### src/logic/sdram_addr_pkg.sv
/*
  Shared constants and types for the SDRAM row/column address multiplexer.
  Assumes a single clock domain; all widths are fixed.
*/
`default_nettype none
package sdram_addr_pkg;

  // Device generation served by the multiplexer
  typedef enum logic [1:0] {
    GEN_EARLY  = 2'b00,
    GEN_SECOND = 2'b01,
    GEN_THIRD  = 2'b10
  } gen_e;

  // Which address phase the pins currently show
  typedef enum logic [1:0] {
    PH_IDLE = 2'b00,
    PH_ROW  = 2'b01,
    PH_COL  = 2'b10
  } phase_e;

  // Pin and logical-slot geometry
  localparam int unsigned PIN_W       = 23;
  localparam int unsigned LOGICAL_W   = 20;
  localparam int unsigned SLICE_W     = 16;
  localparam int unsigned K_PRECHARGE = 10;
  localparam int unsigned K_INDICATOR = 16;
  localparam int unsigned K_EARLY_TOP = 14;

  // Lowest external pin used by each port layout
  localparam logic [1:0] BASE_EARLY  = 2'h2;
  localparam logic [1:0] BASE_WIDE   = 2'h3;
  localparam logic [1:0] BASE_NARROW = 2'h1;

  // Log2 of bus bytes: 8, 16, 32, 64 bit
  localparam logic [1:0] BUS_8  = 2'h0;
  localparam logic [1:0] BUS_16 = 2'h1;
  localparam logic [1:0] BUS_32 = 2'h2;
  localparam logic [1:0] BUS_64 = 2'h3;

  // Column counts
  localparam logic [3:0] NCB_MIN     = 4'h8;
  localparam logic [3:0] NCB_MAX     = 4'hA;
  localparam logic [3:0] NCB_EARLY16 = 4'h8;
  localparam logic [3:0] NCB_EARLY8  = 4'h9;

  // Row size codes and row pin counts
  localparam logic [1:0] ROW_SZ_11 = 2'h0;
  localparam logic [1:0] ROW_SZ_12 = 2'h1;
  localparam logic [1:0] ROW_SZ_13 = 2'h3;
  localparam logic [4:0] NRB_11    = 5'h0B;
  localparam logic [4:0] NRB_12    = 5'h0C;
  localparam logic [4:0] NRB_13    = 5'h0D;

  // Bank-select pin counts
  localparam logic [4:0] NBB_ONE = 5'h01;
  localparam logic [4:0] NBB_TWO = 5'h02;

endpackage
`default_nettype wire

### src/logic/addr_shift.sv
/*
  Barrel shifter: picks a 16-bit window of the byte address.
  Assumes the shift amount is at most 13; purely combinational.
*/
`timescale 1ns/1ps
`default_nettype none
module addr_shift (
  // Address in
  input  wire logic [31:0] byte_address,
  input  wire logic [3:0]  shift,
  // Window out
  output logic      [15:0] slice
);

  logic [31:0] shifted;

  assign shifted = byte_address >> shift;
  assign slice   = shifted[15:0];

endmodule
`default_nettype wire

### src/logic/sdram_row_col_address_mux.sv
/*
  SDRAM row/column address multiplexer for three controller generations.
  Assumes commands arrive as one-cycle pulses synchronous to clk, and that
  configuration inputs are stable around a command. Pins update one cycle
  after the command that selects them.
*/
// Functional notes
// - Earliest generation: shift set only by column width, 1 is x16, 0 is x8.
// - Earliest generation: dedicated precharge pin low during read and write.
// - Second generation: bus width and column size set the shift.
// - Bank bits latched at activate, repeated on pins during read and write.
// - Second generation: bank pins begin at 13, 14 or 15 by row size.
// - Bank span is one pin for bank size 0, two for 1.
// - Second generation: pin 12 acts as the A10 precharge input.
// - Second generation: pin 12 low during read and write.
// - Lowest pin: bit log2(bytes) on column, plus column count on row.
// - Second generation: row cycle drives exactly row plus bank pins; higher pins released.
// - Second generation: column cycle drives only slots 0 to 10 plus the bank bits.
// - Third generation: bus width and column size set the shift.
// - Third generation: pins above precharge latched at row, repeated at column.
// - Third generation: precharge pin 13 wide, 11 narrow, low on read/write.
// - Narrow port supports 8 and 16 bits only; wide adds 32 and 64.
// - Third generation: indicator pin 1 normal, 0 for peripheral transfers.
`timescale 1ns/1ps
`default_nettype none
module sdram_row_col_address_mux (
  // Clock and reset
  input  wire logic        clk,
  input  wire logic        reset_n,
  // Configuration
  input  wire logic [1:0]  generation,
  input  wire logic        narrow_port_select,
  input  wire logic        column_width_select,
  input  wire logic [1:0]  column_size_field,
  input  wire logic [1:0]  row_size_field,
  input  wire logic        bank_size_field,
  input  wire logic [1:0]  bus_width_field,
  // Access request
  input  wire logic [31:0] byte_address,
  input  wire logic        peripheral_device_transfer,
  input  wire logic        activate_command,
  input  wire logic        read_command,
  input  wire logic        write_command,
  input  wire logic        deactivate_bank_command,
  // Memory pins
  output logic      [22:0] external_address_pins,
  output logic      [22:0] external_address_oe,
  output logic             dedicated_precharge_pin,
  output logic             dedicated_precharge_oe,
  // Status
  output logic      [1:0]  address_phase,
  output logic             config_error
);

  ////////////////////////////////////////////////////////////////////////////
  // Geometry decode

  logic [1:0]  lb;
  logic [3:0]  ncb;
  logic [4:0]  nrb;
  logic [4:0]  nbb;
  logic [1:0]  base;
  logic [3:0]  row_shift;
  logic [3:0]  col_shift;
  logic        width_bad;
  logic [15:0] row_slice;
  logic [15:0] col_slice;
  logic        is_early;
  logic        is_second;
  logic        is_third;

  assign is_early  = (generation == sdram_addr_pkg::GEN_EARLY);
  assign is_second = (generation == sdram_addr_pkg::GEN_SECOND);
  assign is_third  = (generation == sdram_addr_pkg::GEN_THIRD);

  always_comb begin
    width_bad = 1'b0;
    lb        = bus_width_field;
    base      = sdram_addr_pkg::BASE_EARLY;
    if (is_early) begin
      // Fixed 32-bit bus; column width alone picks the column count
      lb  = sdram_addr_pkg::BUS_32;
      ncb = column_width_select ? sdram_addr_pkg::NCB_EARLY16
                                : sdram_addr_pkg::NCB_EARLY8;
    end else begin
      // Column size alone sets the column count
      ncb = sdram_addr_pkg::NCB_MIN + {2'h0, column_size_field};
      if (ncb > sdram_addr_pkg::NCB_MAX) begin
        ncb = sdram_addr_pkg::NCB_MAX;
      end
    end
    if (is_second && bus_width_field == sdram_addr_pkg::BUS_64) begin
      width_bad = 1'b1;
      lb        = sdram_addr_pkg::BUS_32;
    end
    if (is_third) begin
      base = narrow_port_select ? sdram_addr_pkg::BASE_NARROW
                                : sdram_addr_pkg::BASE_WIDE;
      // Narrow port is clamped to 16 bits and flags the bad setting
      if (narrow_port_select && bus_width_field > sdram_addr_pkg::BUS_16) begin
        width_bad = 1'b1;
        lb        = sdram_addr_pkg::BUS_16;
      end
    end
    case (row_size_field)
      sdram_addr_pkg::ROW_SZ_12: nrb = sdram_addr_pkg::NRB_12;
      sdram_addr_pkg::ROW_SZ_13: nrb = sdram_addr_pkg::NRB_13;
      default:                   nrb = sdram_addr_pkg::NRB_11;
    endcase
    nbb       = bank_size_field ? sdram_addr_pkg::NBB_TWO : sdram_addr_pkg::NBB_ONE;
    row_shift = {2'h0, lb} + ncb;
    col_shift = {2'h0, lb};
  end

  addr_shift u_row_shift (
    .byte_address (byte_address),
    .shift        (row_shift),
    .slice        (row_slice)
  );

  addr_shift u_col_shift (
    .byte_address (byte_address),
    .shift        (col_shift),
    .slice        (col_slice)
  );

  ////////////////////////////////////////////////////////////////////////////
  // Logical slot vectors, slot 0 is the lowest used pin

  logic [19:0] latch_q;
  logic [19:0] latch_d;
  logic [19:0] ras_vec;
  logic [19:0] ras_oe;
  logic [19:0] cas_vec;
  logic [19:0] cas_oe;

  always_comb begin
    ras_vec = {4'h0, row_slice};
    // Slot 10 left at zero in second and third generation column cycles: no autoprecharge
    cas_vec = 20'h00000;
    ras_oe  = 20'h00000;
    cas_oe  = 20'h00000;
    if (is_third) begin
      ras_vec[sdram_addr_pkg::K_INDICATOR] = ~peripheral_device_transfer;
    end
    for (int k = 0; k < sdram_addr_pkg::LOGICAL_W; k++) begin
      if (k < ncb) begin
        cas_vec[k] = col_slice[k];
      end else if (is_early || k > sdram_addr_pkg::K_PRECHARGE) begin
        // Repeat what the row cycle latched, bank bits included
        cas_vec[k] = latch_q[k];
      end
      if (is_early) begin
        // Slot 10 goes to the dedicated precharge pin instead
        ras_oe[k] = (k <= sdram_addr_pkg::K_EARLY_TOP) && (k != sdram_addr_pkg::K_PRECHARGE);
        cas_oe[k] = ras_oe[k];
      end else if (is_second) begin
        ras_oe[k] = (k < nrb + nbb);
        cas_oe[k] = (k <= sdram_addr_pkg::K_PRECHARGE)
                    || ((k >= nrb) && (k < nrb + nbb));
      end else begin
        // Slots above the indicator stay zero: driven low
        ras_oe[k] = 1'b1;
        cas_oe[k] = 1'b1;
      end
    end
  end

  ////////////////////////////////////////////////////////////////////////////
  // Phase and pin registers

  sdram_addr_pkg::phase_e phase_q;
  sdram_addr_pkg::phase_e phase_d;
  logic [22:0] pins_q;
  logic [22:0] pins_d;
  logic [22:0] oe_q;
  logic [22:0] oe_d;
  logic        prech_q;
  logic        prech_d;
  logic        prech_oe_q;
  logic        prech_oe_d;
  logic        cfg_err_q;
  logic        cfg_err_d;

  always_comb begin
    phase_d    = phase_q;
    pins_d     = pins_q;
    oe_d       = oe_q;
    prech_d    = prech_q;
    prech_oe_d = prech_oe_q;
    latch_d    = latch_q;
    cfg_err_d  = cfg_err_q;
    // Activate wins when several commands coincide
    if (activate_command) begin
      phase_d    = sdram_addr_pkg::PH_ROW;
      pins_d     = {3'h0, ras_vec} << base;
      oe_d       = {3'h0, ras_oe} << base;
      latch_d    = ras_vec;
      prech_d    = row_slice[sdram_addr_pkg::K_PRECHARGE];
      prech_oe_d = is_early;
      cfg_err_d  = width_bad;
    end else if (read_command || write_command) begin
      phase_d    = sdram_addr_pkg::PH_COL;
      pins_d     = {3'h0, cas_vec} << base;
      oe_d       = {3'h0, cas_oe} << base;
      prech_d    = 1'b0;
      prech_oe_d = is_early;
      cfg_err_d  = width_bad;
    end else if (deactivate_bank_command) begin
      // Pins keep their last value; only the phase is dropped
      phase_d = sdram_addr_pkg::PH_IDLE;
    end
  end

  always_ff @(posedge clk or negedge reset_n) begin
    if (!reset_n) begin
      phase_q    <= sdram_addr_pkg::PH_IDLE;
      pins_q     <= 23'h000000;
      oe_q       <= 23'h000000;
      prech_q    <= 1'b0;
      prech_oe_q <= 1'b0;
      latch_q    <= 20'h00000;
      cfg_err_q  <= 1'b0;
    end else begin
      phase_q    <= phase_d;
      pins_q     <= pins_d;
      oe_q       <= oe_d;
      prech_q    <= prech_d;
      prech_oe_q <= prech_oe_d;
      latch_q    <= latch_d;
      cfg_err_q  <= cfg_err_d;
    end
  end

  assign external_address_pins   = pins_q;
  assign external_address_oe     = oe_q;
  assign dedicated_precharge_pin = prech_q;
  assign dedicated_precharge_oe  = prech_oe_q;
  assign address_phase           = phase_q;
  assign config_error            = cfg_err_q;

  logic rw;
  assign rw = (read_command || write_command) && !activate_command;
endmodule
`default_nettype wire

### config.mk
export PLATFORM = sky130hd
export DESIGN_NAME = sdram_row_col_address_mux
export DESIGN_NICKNAME = d
export VERILOG_FILES = /design/src/logic/sdram_addr_pkg.sv /design/src/logic/addr_shift.sv /design/src/logic/sdram_row_col_address_mux.sv
export SDC_FILE = /design/constraint.sdc
export NUM_CORES = 1
export LEC_CHECK = 0
export ABC_AREA = 0
export BUFFER_PORTS_ARGS = -buffer_cell sky130_fd_sc_hd__buf_4
export CAP_MARGIN = 25
export CORE_MARGIN = 4
export CORE_UTILIZATION = 48
export DETAILED_ROUTE_END_ITERATION = 8
export GPL_TIMING_DRIVEN = 0
export PLACE_DENSITY = 0.78
export REMOVE_ABC_BUFFERS = 1
export SLEW_MARGIN = 20
export SYNTH_ARGS = -nofsm -noshare
export SYNTH_HDL_FRONTEND = slang
export SYNTH_SLANG_ARGS = --single-unit
### constraint.sdc
create_clock -name clk -period 1.2 [get_ports clk]
set_input_delay 0.12 -clock clk [delete_from_list [all_inputs] [get_ports clk]]
set_output_delay 0.12 -clock clk [all_outputs]
set_load 0.005 [all_outputs]
======== Word-level counts from Yosys, hierarchy flattened ========
Cells that the tools add are included.
W data, S select, Z words.
cells by class
  $add $sub $neg .......................... 3
  magnitude comparators ................... 46
  eq/ne operators ......................... 5
  shift operators ......................... 6
  muxes and demuxes ....................... 113
  bitwise logic cells ..................... 1
  reduce and logical (&&, ||, !) cells .... 15
operators with widths
  kind                   number
  $lt A4 B32 Y1 const A  8
  $lt A3 B32 Y1 const A  4
  $lt A5 B32 Y1 const A  3
  $mux W1                96
  $mux W23               4
  $lt A1 B32 Y1 const A  2
  $lt A2 B32 Y1 const A  2
  $shl A17 B2 Y23        2
  $shl A20 B2 Y23        2
  $shr A32 B2 Y15        1
  $shr A32 B4 Y16        1
  $lt A4 B4 Y1 const A   7
  $ge A4 B5 Y1 const A   4
  $ge A5 B4 Y1 const A   4
  $mux W2                10
  $lt A3 B4 Y1 const A   4
  $logic_and A1 B1 Y1    11
  $lt A1 B4 Y1 const A   2
  $lt A2 B4 Y1 const A   2
  $mux W4                2
  $eq A2 B2 Y1 const B   3
  $pmux W3 S2            1
  $add A4 B2 Y5          1
  $lt A5 B5 Y1 const A   1
  other kinds (11)       12
storage, ports and cells
  flip-flop bits (word level) ............. 68
  input port bits ......................... 50

======== Depth between registers and ports, before layout ========
Gate-level depths: netlist of run 1.
  word-level depth ........................ 10
  depth in mapped cells ................... 16
  mapped depth without buffers ............ 12

======== By module ========
Synthesis of run 1 repeated with hierarchy kept, for this count alone.
unflattened totals
  cell total of the unflattened synthesis .. 480
  area, all modules ....................... 5,331.4 µm²
modules (own cells, without submodules)
  module                     times used  cells an instance  area each (µm²)  sequential area each (µm²)
  sdram_row_col_address_mux  1           314                3,069.2          1,426.4
  addr_shift                 2           83                 1,131.1          0.0

======== Worst setup path after synthesis of run 1 ========
Ideal clock, no wire load.
  kind .................................... in2reg
  start ................................... in generation[0]
  end ..................................... reg pins_q[10], in the netlist external_address_pins[10]
  library setup time ...................... 0.139 ns
  arrival ................................. 3.150 ns
  setup slack ............................. -2.089 ns
  stages .................................. 16
  buffers on the path ..................... 6
  cells stage by stage .................... buf_6 nand2b_4 o211a_1 buf_6 inv_1 buf_2 ha_1 fa_1 buf_1 clkbuf_1 clkbuf_1 nand2_1 nand2_1 o221ai_1 a22oi_1 o221ai_1
between the ends
  word-level cells in the longest chain between the ends .. 10
  elaborated cells between the ends (all ways) .. 59
RTL lines
  item                                                                   RTL line                          RTL
  from (decl)                                                            sdram_row_col_address_mux.sv:31   input wire logic [1:0] generation,
  parallel branches: the longest is 9 deep, another holds $add A2 B4 Y4  n/a
  $mux W23 *                                                             sdram_row_col_address_mux.sv:194  if (activate_command) begin
  to (signal assigned)                                                   sdram_row_col_address_mux.sv:226  pins_q <= pins_d;
  to (decl)                                                              sdram_row_col_address_mux.sv:174  logic [22:0] pins_q;
Mark *: on every way between the ends. The select of a mux whose other input is x is not followed.
A chain may end at the register's enable or synchronous reset.

======== Worst setup path after layout of run 1 ========
  start ................................... in generation[0]
  end ..................................... reg pins_q[2], in the netlist external_address_pins[2]
Same word-level chain as after synthesis.

==> results.cfg, run 1 <==
[status]
run_status = finished, violations left
violations = negative setup slack

[place]
gp_congestion = 0.9573
port_buffers = 96
dp.final_hpwl_um = 7345

[clocking]
clkLatencyLatePin_ns = 0.31
clk_pin_slew_ns = 0.10
cts_tree = built
cts.path.max_buffers = 2
cts-root-buf = clkbuf_8
cts.htree.levels = 2
cts.sinks = 51
cts_made_buffers = 5

[detailed_routing]
post_drt_via_cell_ratio = 6.764
dr.pass1.iters = 6
first_iter_violations = 664
wirelength_um = 14300
avgRoutedWirePerCell_um = 23.28
ant_nets = 0
vias = 4153
drc = 0

[floorplanning]
num_rows = 31
fp.dieH_um = 93.94
die_x_um = 93.94
initial_core_util_pct = 49.13
io-pin-count = 101
coreArea_um2 = 7214
die_area_um2 = 8824

[setup_path]
crit_family = adder cells
cp_slowest_stage_delay_ns = 0.65
worstSetupPathType = input port to flip-flop
path_common_cell = buf_12
crit_arrival_ns = 3.01
cp.required_ns = 1.41
critical_path.max_fanout = 5
cp.buffers_inverters = 3
path_cells = buf_12 > nand3b_1 > o211a_4 > clkinvlp_4 > ha_4 > fa_2 > buf_12 > mux4_2 > a32oi_1 > nand2_2 > a221oi_2 > nor2_1
cp_slowest_cell = fa_2
cp-start-kind = input port
critPathCaptureType = flip-flop

[timing]
fin_crit_ns = 2.802
finalWorstSetupSlack_ns = -1.602
fin_skew_ns = 0.009075
tightest_slew_ns = 0.7458
setup_viol = 27
slew_viol_final = 0
hold_violations = 0
hold_ws_ns = 0.01592
max-slew-margin-rel_pct = 50.10
grt_setup_unrepaired = true
max_freq_mhz = 356.9
min_period_over_period_pct = 233.5

[final_layout]
antenna_cells = 0
area_delta_synth_final_pct = 48.32
final_common_cell = buf_4
regArea_um2 = 1276
num-fill-cells = 463
final_cell_mix = buf_4, nand2_1, dfrtp_1, mux2i_1, nor2_1
drive_gt1_share_pct = 45.44
final_util_pct = 72.88
nets = 571
multi_input_area_um2 = 2419

[grt]
grt_pass1_vias = 3815
overflow = 0
grt-busiest-layer = met2
use_met1_pct = 33.44
track_usage_pct = 27.27
grt_pass1_wl_um = 19000
grt_util_met2_pct = 44.94
antenna_found_initial = 0
grt_max_degree = 52
use_met3_pct = 5.609

[power_and_ir_drop]
worst_ir_drop_vdd_mv = 0.8979
finalPower_uw = 6436
power_leakage_uw = 0.002355
powerDensity_nw_per_um2 = 1224

[logic_synthesis]
synthCells = 392
yosysTopAreaCellShare_pct = 36.00
netlist_area_um2 = 3545
synth_edf_count = 0
ys_warn_count = 0
synth_seq_cells = 51
ys_top_cells_by_area = dfrtp_1, mux2i_1, nand2_1
synthDistinctLibCells = 60
ys_seq_area_share_pct = 36.00
synthFlopType = dfrtp_1
synthArstFlopShare_pct = 100.0
yosysTopAreaCell = dfrtp_1
syn_area_per_cell_um2 = 9.042

[hold_path]
hp-class = input port to flip-flop

[flow_run]
cap_viol_max_count = 0
## layer usage
layer	vias up	share of wire [%]
met3	158	13
met5	-	0
li1	1651	-
met4	0	9.1
met2	436	45
met1	1908	34
## flip-flops by register name (all words and copies together), names as in the netlist
signal	flops
external_address_pins	20
external_address_oe	17
dedicated_precharge_oe	1
latch_q	9
address_phase	2
dedicated_precharge_pin	1
config_error	1
## worst paths after layout
kind	from	end	slack [ns]	depth (start not counted)
max in group asynchronous	reset_n	latch_q[13]$_DFFE_PN0P_	0.39	2
min in group asynchronous	reset_n	external_address_pins[7]$_DFFE_PN0P_	0.39	2
hold / removal	peripheral_device_transfer	latch_q[16]$_DFFE_PN0P_	0.02	2
hold reg to reg	external_address_oe[10]$_DFFE_PN0P_	external_address_oe[10]$_DFFE_PN0P_	0.48	1
setup reg to reg	latch_q[9]$_DFFE_PN0P_	external_address_pins[12]$_DFFE_PN0P_	-0.22	4
setup / recovery	generation[0]	external_address_pins[2]$_DFFE_PN0P_	-1.60	12
## cell usage after synthesis, drive strengths merged, types with 3 or more instances
cell type,number
inv,15
a21oi,18
o21a,5
mux4,5
nand3,4
a31oi,6
mux2,8
nor2,36
a211oi,4
nand2b,8
ha,6
a22oi,5
mux2i,35
buf,16
dfrtp,51
nand2,62
a22o,3
a221oi,4
o211a,3
o221ai,3
and2,9
clkbuf,14
a32oi,6
a221o,6
nor3,7
o211ai,4
o21ai,25
## cell type report
cell class              count  share of cell area (%)
multi-input cells         298                   46.00
flip-flops and latches     51                   24.27
repair buffers            143                   23.18
well taps                  99                   2.356
inverters                  15                   1.594
clock buffers               5                   1.309
clock inverters             3                   1.285
## where the power goes
| part | total [µW] | internal [µW] | switching, µW |
|---|---|---|---|
| registers | 2090 | 1940 | 150 |
| clock network | 1450 | 832 | 614 |
| logic | 2900 | 1380 | 1510 |
| total | 6440 | 4160 | 2280 |
## stage by stage
stage | TNS, ns | cells | cell area, µm² | setup WS, ns
5_1_grt | -37.31 | 614 | 5258 | -1.620
2_1_floorplan | -82.72 | 364 | 3381 | -2.796
4_1_cts | -32.09 | 605 | 4952 | -1.377
6_report | -36.64 | 614 | 5258 | -1.602
3_3_place_gp | -127.17 | 559 | 4225 | -3.581
3_5_place_dp | -90.76 | 561 | 4249 | -3.512
## cell families after synthesis
group | count (synthesis) | share of synthesized area, %
other | 1 | 0.1058
buffers and inverters | 45 | 6.495
muxes | 48 | 15.60
adders and majority gates | 7 | 2.683
DFF | 51 | 36.00
and+or+nand+nor | 132 | 16.38
AOI/OAI and AO/OA | 106 | 21.71
xor gates and xnor gates | 2 | 1.024
## timing repair
action | CTS | global route
endpoints found under the hold margin | 51 | 0
buffers inserted | 35 | 10
endpoints found under the setup margin | 37 | 31
resized for setup | 68 | 56
pin swaps | 29 | 29
hold buffers | 1 | 0
(Power assumes the default switching activity.)
==> run 2: changes to the inputs <==
--- a/config.mk
+++ b/config.mk
@@ -9,9 +9,11 @@
 export BUFFER_PORTS_ARGS = -buffer_cell sky130_fd_sc_hd__buf_4
 export CAP_MARGIN = 25
+export CELL_PAD_IN_SITES_DETAIL_PLACEMENT = 0
+export CELL_PAD_IN_SITES_GLOBAL_PLACEMENT = 1
 export CORE_MARGIN = 4
-export CORE_UTILIZATION = 48
+export CORE_UTILIZATION = 35
 export DETAILED_ROUTE_END_ITERATION = 8
 export GPL_TIMING_DRIVEN = 0
-export PLACE_DENSITY = 0.78
+export PLACE_DENSITY_LB_ADDON = 0.1
 export REMOVE_ABC_BUFFERS = 1
 export SLEW_MARGIN = 20
==> constraint.sdc (replaced) <==
create_clock -name clk -period 1.2 [get_ports clk]
set_input_delay 0.12 -clock clk [delete_from_list [all_inputs] [get_ports clk]]
set_output_delay 0.12 -clock clk [all_outputs]
set_load 0.01 [all_outputs]
==> run 2 against run 1 <==
Net effect:
- the run still ends with negative setup slack left
- wire length decreased by 21%
- combinational power decreased by 2%
- sequential power about the same
- die area increased by 34%
- worst hold slack improved by 0.013 ns
- core utilization decreased by 19 points
- via count decreased by 17%
- setup slack improved by 0.17 ns
- cell count increased by 6.0%
- critical path depth unchanged
- critical endpoint is now external_address_pins[9]$_DFFE_PN0P_
- largest power group unchanged
==> results.cfg, run 2 (synthesis results as in run 1) <==
[final_layout]
area_delta_synth_final_pct = 49.10
fin_area_um2 = 5285
nets = 574
final_cells = 651
drive_gt1_share_pct = 44.98
largest_register_ffs = 20
antenna_cells = 0
final_cell_mix = buf_4, nand2_1, dfrtp_1, mux2i_1, nor2_1
final_common_cell = buf_4

[timing]
fin_skew_ns = 0.006066
tns_ns = -32.62
max_freq_mhz = 380.2
tightest_slew_ns = 0.6534
max-slew-margin-rel_pct = 56.44
finalWorstSetupSlack_ns = -1.430
slew_viol_final = 0
min_period_over_period_pct = 219.2
grt_setup_unrepaired = true
hold_ws_ns = 0.02875
hold_violations = 0
fin_crit_ns = 2.630
setup_viol = 27

[clocking]
cts.path.max_buffers = 2
cts.sinks = 51
cts-root-buf = clkbuf_8
cts_made_buffers = 5
clk_pin_slew_ns = 0.10
clkLatencyLatePin_ns = 0.32
cts_tree = built
cts.htree.levels = 2

[detailed_routing]
ant_nets = 0
post_drt_via_cell_ratio = 5.289
drc = 0
vias = 3443
avgRoutedWirePerCell_um = 17.44
wirelength_um = 11350
first_iter_violations = 161
dr.pass1.iters = 5

[grt]
grt_max_degree = 52
overflow = 0
grt_pass1_vias = 3381
antenna_found_initial = 0
grt_pass1_wl_um = 17820
track_usage_pct = 19.13

[setup_path]
cp_slowest_cell = mux4_2
path_cells = buf_12 > or3_4 > o21a_4 > clkinv_4 > ha_4 > fa_2 > buf_6 > clkinvlp_4 > mux4_2 > a221o_1 > mux2i_1 > o221ai_1
cp.required_ns = 1.39
critPathCaptureType = flip-flop
cp.buffers_inverters = 4
worstSetupPathType = input port to flip-flop
critical_path.max_fanout = 8
crit_arrival_ns = 2.82
cp-start-kind = input port
crit_family = multiplexers
cp_slowest_stage_delay_ns = 0.53

[power_and_ir_drop]
power_leakage_uw = 0.002347
powerDensity_nw_per_um2 = 1139
worst_ir_drop_vdd_mv = 0.6056

[hold_path]
hp-class = input port to flip-flop

[floorplanning]
die_area_um2 = 11800
fp.dieH_um = 108.6
initial_core_util_pct = 36.10
coreArea_um2 = 9819
num_rows = 36
die_x_um = 108.6
io-pin-count = 101

[flow_run]
cap_viol_max_count = 0

[status]
run_status = finished, violations left
violations = negative setup slack

[place]
port_buffers = 96
dp.final_hpwl_um = 7969
gp_congestion = 0.8151
dpl_cell_area_um2 = 4314
placed_cells = 597
dp_slack_ns = -3.587
run 2: cell types whose count changed in the layout (fill, tap and decap cells not counted), moves of 2 or more:
cell | previous run | this run
buf_6 | 14 | 16
nand2_2 | 5 | 3
buf_4 | 120 | 123
inv_6 | 2 | 0
clkinv_4 | 0 | 2
bufinv_16 | 2 | 0
nand2_4 | 3 | 5
nor3_4 | 3 | 1
inv_4 | 1 | 3
run 2: final cells by class:
| class | instances | area, µm² |
|---|---|---|
| tap | 133 | 166.4 |
| timing repair buffer | 146 | 1229 |
| clock inverter | 2 | 16.27 |
| fill | 944 | 4534 |
| clock buffer | 6 | 82.58 |
| sequential | 51 | 1276 |
| multi-input combinational | 298 | 2431 |
| inverter | 15 | 83.83 |
run 2: metal layers:
metal | vias up | track usage (%) | share of wire [%]
li1 | 1655 | - | -
met1 | 1680 | 27.35 | 46
met2 | 89 | 30.63 | 47
met3 | 19 | 3.197 | 4.8
met4 | 0 | 3.968 | 1.7
met5 | - | 0 | 0
run 2: power by group:
group          internal, µW  switching (µW)
Sequential             1940             134
Clock                   473             631
Combinational          1410            1430
run 2: timing repair:
action                                  CTS  global route
setup buffers                            29            18
endpoints found under the hold margin    51             0
pin swaps                                27            27
resized for setup                        83            46
endpoints found under the setup margin   41            32
hold buffers                              1             0
run 2: worst paths after layout:
kind                            cells past startpoint  slack, ns                               endpoint                           startpoint
min in group asynchronous                           2       0.37   external_address_pins[8]$_DFFE_PN0P_                              reset_n
worst min-delay path                                2       0.03                latch_q[16]$_DFFE_PN0P_           peripheral_device_transfer
worst min register to register                      1       0.47    external_address_oe[11]$_DFFE_PN0P_  external_address_oe[11]$_DFFE_PN0P_
max in group asynchronous                           2       0.39    external_address_oe[14]$_DFFE_PN0P_                              reset_n
worst max register to register                      4      -0.12  external_address_pins[12]$_DFFE_PN0P_               latch_q[9]$_DFFE_PN0P_
worst max-delay path                               12      -1.43   external_address_pins[9]$_DFFE_PN0P_                        generation[0]
run 2: per-stage QoR:
step	total power (µW)	util, %
2_1_floorplan	3292	-
3_3_place_gp	4111	43.46
3_5_place_dp	4139	43.93
4_1_cts	5731	50.74
5_1_grt	6354	53.82
6_report	6019	53.82
==> run 3: changes to the inputs <==
- RECOVER_POWER: not set -> 50
==> run 3 against run 2 <==
Net effect:
- the flow still finishes with violations (negative setup slack)
- first-iteration DRC count did not move
- cell count is the same
- setup slack unchanged
- design area barely moved
- power hardly changed
- clock skew unchanged
- critical path type unchanged
==> results.cfg, run 3 (synthesis results as in run 1) <==
[status]
run_status = finished, violations left
violations = negative setup slack

[floorplanning]
num_rows = 36
die_area_um2 = 11800
io-pin-count = 101
fp.dieH_um = 108.6
initial_core_util_pct = 36.10
die_x_um = 108.6
coreArea_um2 = 9819

[detailed_routing]
avgRoutedWirePerCell_um = 17.44
post_drt_via_cell_ratio = 5.287
ant_nets = 0
dr.pass1.iters = 5
first_iter_violations = 161
wirelength_um = 11350
drc = 0
vias = 3442

[hold_path]
hp-class = input port to flip-flop
holdPathStages = 2

[place]
port_buffers = 96
dp.final_hpwl_um = 7969
gp_congestion = 0.8151

[timing]
hold_violations = 0
finalWorstSetupSlack_ns = -1.430
max_freq_mhz = 380.2
fin_skew_ns = 0.006066
tns_ns = -32.62
hold_ws_ns = 0.02875
fin_crit_ns = 2.630
grt_setup_unrepaired = true
max-slew-margin-rel_pct = 52.86
setup_viol = 27
min_period_over_period_pct = 219.2
tightest_slew_ns = 0.7071
slew_viol_final = 0

[setup_path]
worstSetupPathType = input port to flip-flop
cp_slowest_stage_delay_ns = 0.53
critical_path.max_fanout = 8
reg2reg_from = latch_q[9]$_DFFE_PN0P_
startpoint = generation[0]
r2r_cells = 4
crit_arrival_ns = 2.82
path_cells = buf_12 > or3_4 > o21a_4 > clkinv_4 > ha_4 > fa_2 > buf_6 > clkinvlp_4 > mux4_2 > a221o_1 > mux2i_1 > o221ai_1
cp.required_ns = 1.39
cp_slowest_cell = mux4_2
rr_endpoint = external_address_pins[12]$_DFFE_PN0P_
cp.buffers_inverters = 4
critPathCaptureType = flip-flop
critPathCapture = external_address_pins[9]$_DFFE_PN0P_
ff2ff_setup_slack_ns = -0.12
crit_family = multiplexers
cp-start-kind = input port
worstSetupPathDepth = 12

[final_layout]
drive_gt1_share_pct = 44.79
final_common_cell = buf_4
nets = 574
largest_register_ffs = 20
final_cell_mix = buf_4, nand2_1, dfrtp_1, mux2i_1, nor2_1
area_delta_synth_final_pct = 48.99
antenna_cells = 0

[power_and_ir_drop]
finalPower_uw = 6019
powerDensity_nw_per_um2 = 1140
worst_ir_drop_vdd_mv = 0.6056
power_leakage_uw = 0.002343

[grt]
track_usage_pct = 19.13
grt_pass1_wl_um = 17820
grt_max_degree = 52
antenna_found_initial = 0
overflow = 0
grt_pass1_vias = 3381

[flow_run]
cap_viol_max_count = 0

[clocking]
cts.sinks = 51
cts_made_buffers = 5
clk_pin_slew_ns = 0.10
clkLatencyLatePin_ns = 0.32
cts_tree = built
cts.htree.levels = 2
cts.path.max_buffers = 2
cts-root-buf = clkbuf_8
-- run 3: worst min-delay path by stage --
stage / endpoint / slack (ns) / start
3_5_place_dp: external_address_pins[8]$_DFFE_PN0P_ / 0.20 / reset_n
2_1_floorplan: address_phase[0]$_DFFE_PN0P_ / -0.18 / reset_n
3_3_place_gp: external_address_pins[8]$_DFFE_PN0P_ / 0.20 / reset_n
4_1_cts: latch_q[16]$_DFFE_PN0P_ / 0.02 / peripheral_device_transfer
5_1_grt: latch_q[16]$_DFFE_PN0P_ / 0.02 / peripheral_device_transfer
6_report: latch_q[16]$_DFFE_PN0P_ / 0.03 / peripheral_device_transfer
-- run 3: area by class of cell --
| cell class | count | area, µm² |
|---|---|---|
| clock buffers | 6 | 82.58 |
| repair buffers | 146 | 1225 |
| clock inverters | 2 | 16.27 |
| inverters | 15 | 83.83 |
| fillers | 945 | 4538 |
| flip-flops and latches | 51 | 1276 |
| well taps | 133 | 166.4 |
| multi-input cells | 298 | 2431 |
-- run 3: worst reg2reg max path, stage by stage (launching register included) --
cell and delay, ns:
dfrtp_1 0.39, a221oi_1 0.32, a31o_4 0.17, a221oi_2 0.06
a221o_1 0.27
-- run 3: power by group --
group	leakage, µW	internal, µW	switching, µW
Clock	0.0000474	473	631
Combinational	0.00170	1410	1430
Sequential	0.000594	1940	134
-- run 3: per-layer routing --
layer,vias up,routed length (µm),global-route usage (%)
li1,1655,-,-
met1,1681,5230,27.35
met2,87,5389,30.63
met3,19,543,3.197
met4,0,191,3.968
met5,-,0,0
-- run 3: repair_timing --
action | CTS | global route
setup buffers | 29 | 18
pin swaps | 27 | 27
hold endpoints to repair | 51 | 0
hold buffers | 1 | 0
endpoints found under the setup margin | 41 | 32
gates resized for setup | 83 | 46
-- run 3: through the flow --
step	util [%]	cells	cell area (µm²)	setup slack, ns
6_report	53.78	651	5281	-1.430
5_1_grt	53.78	651	5281	-1.489
4_1_cts	50.74	635	4982	-1.375
3_5_place_dp	43.93	597	4314	-3.587
3_3_place_gp	43.46	593	4268	-3.805
2_1_floorplan	-	364	3381	-2.796
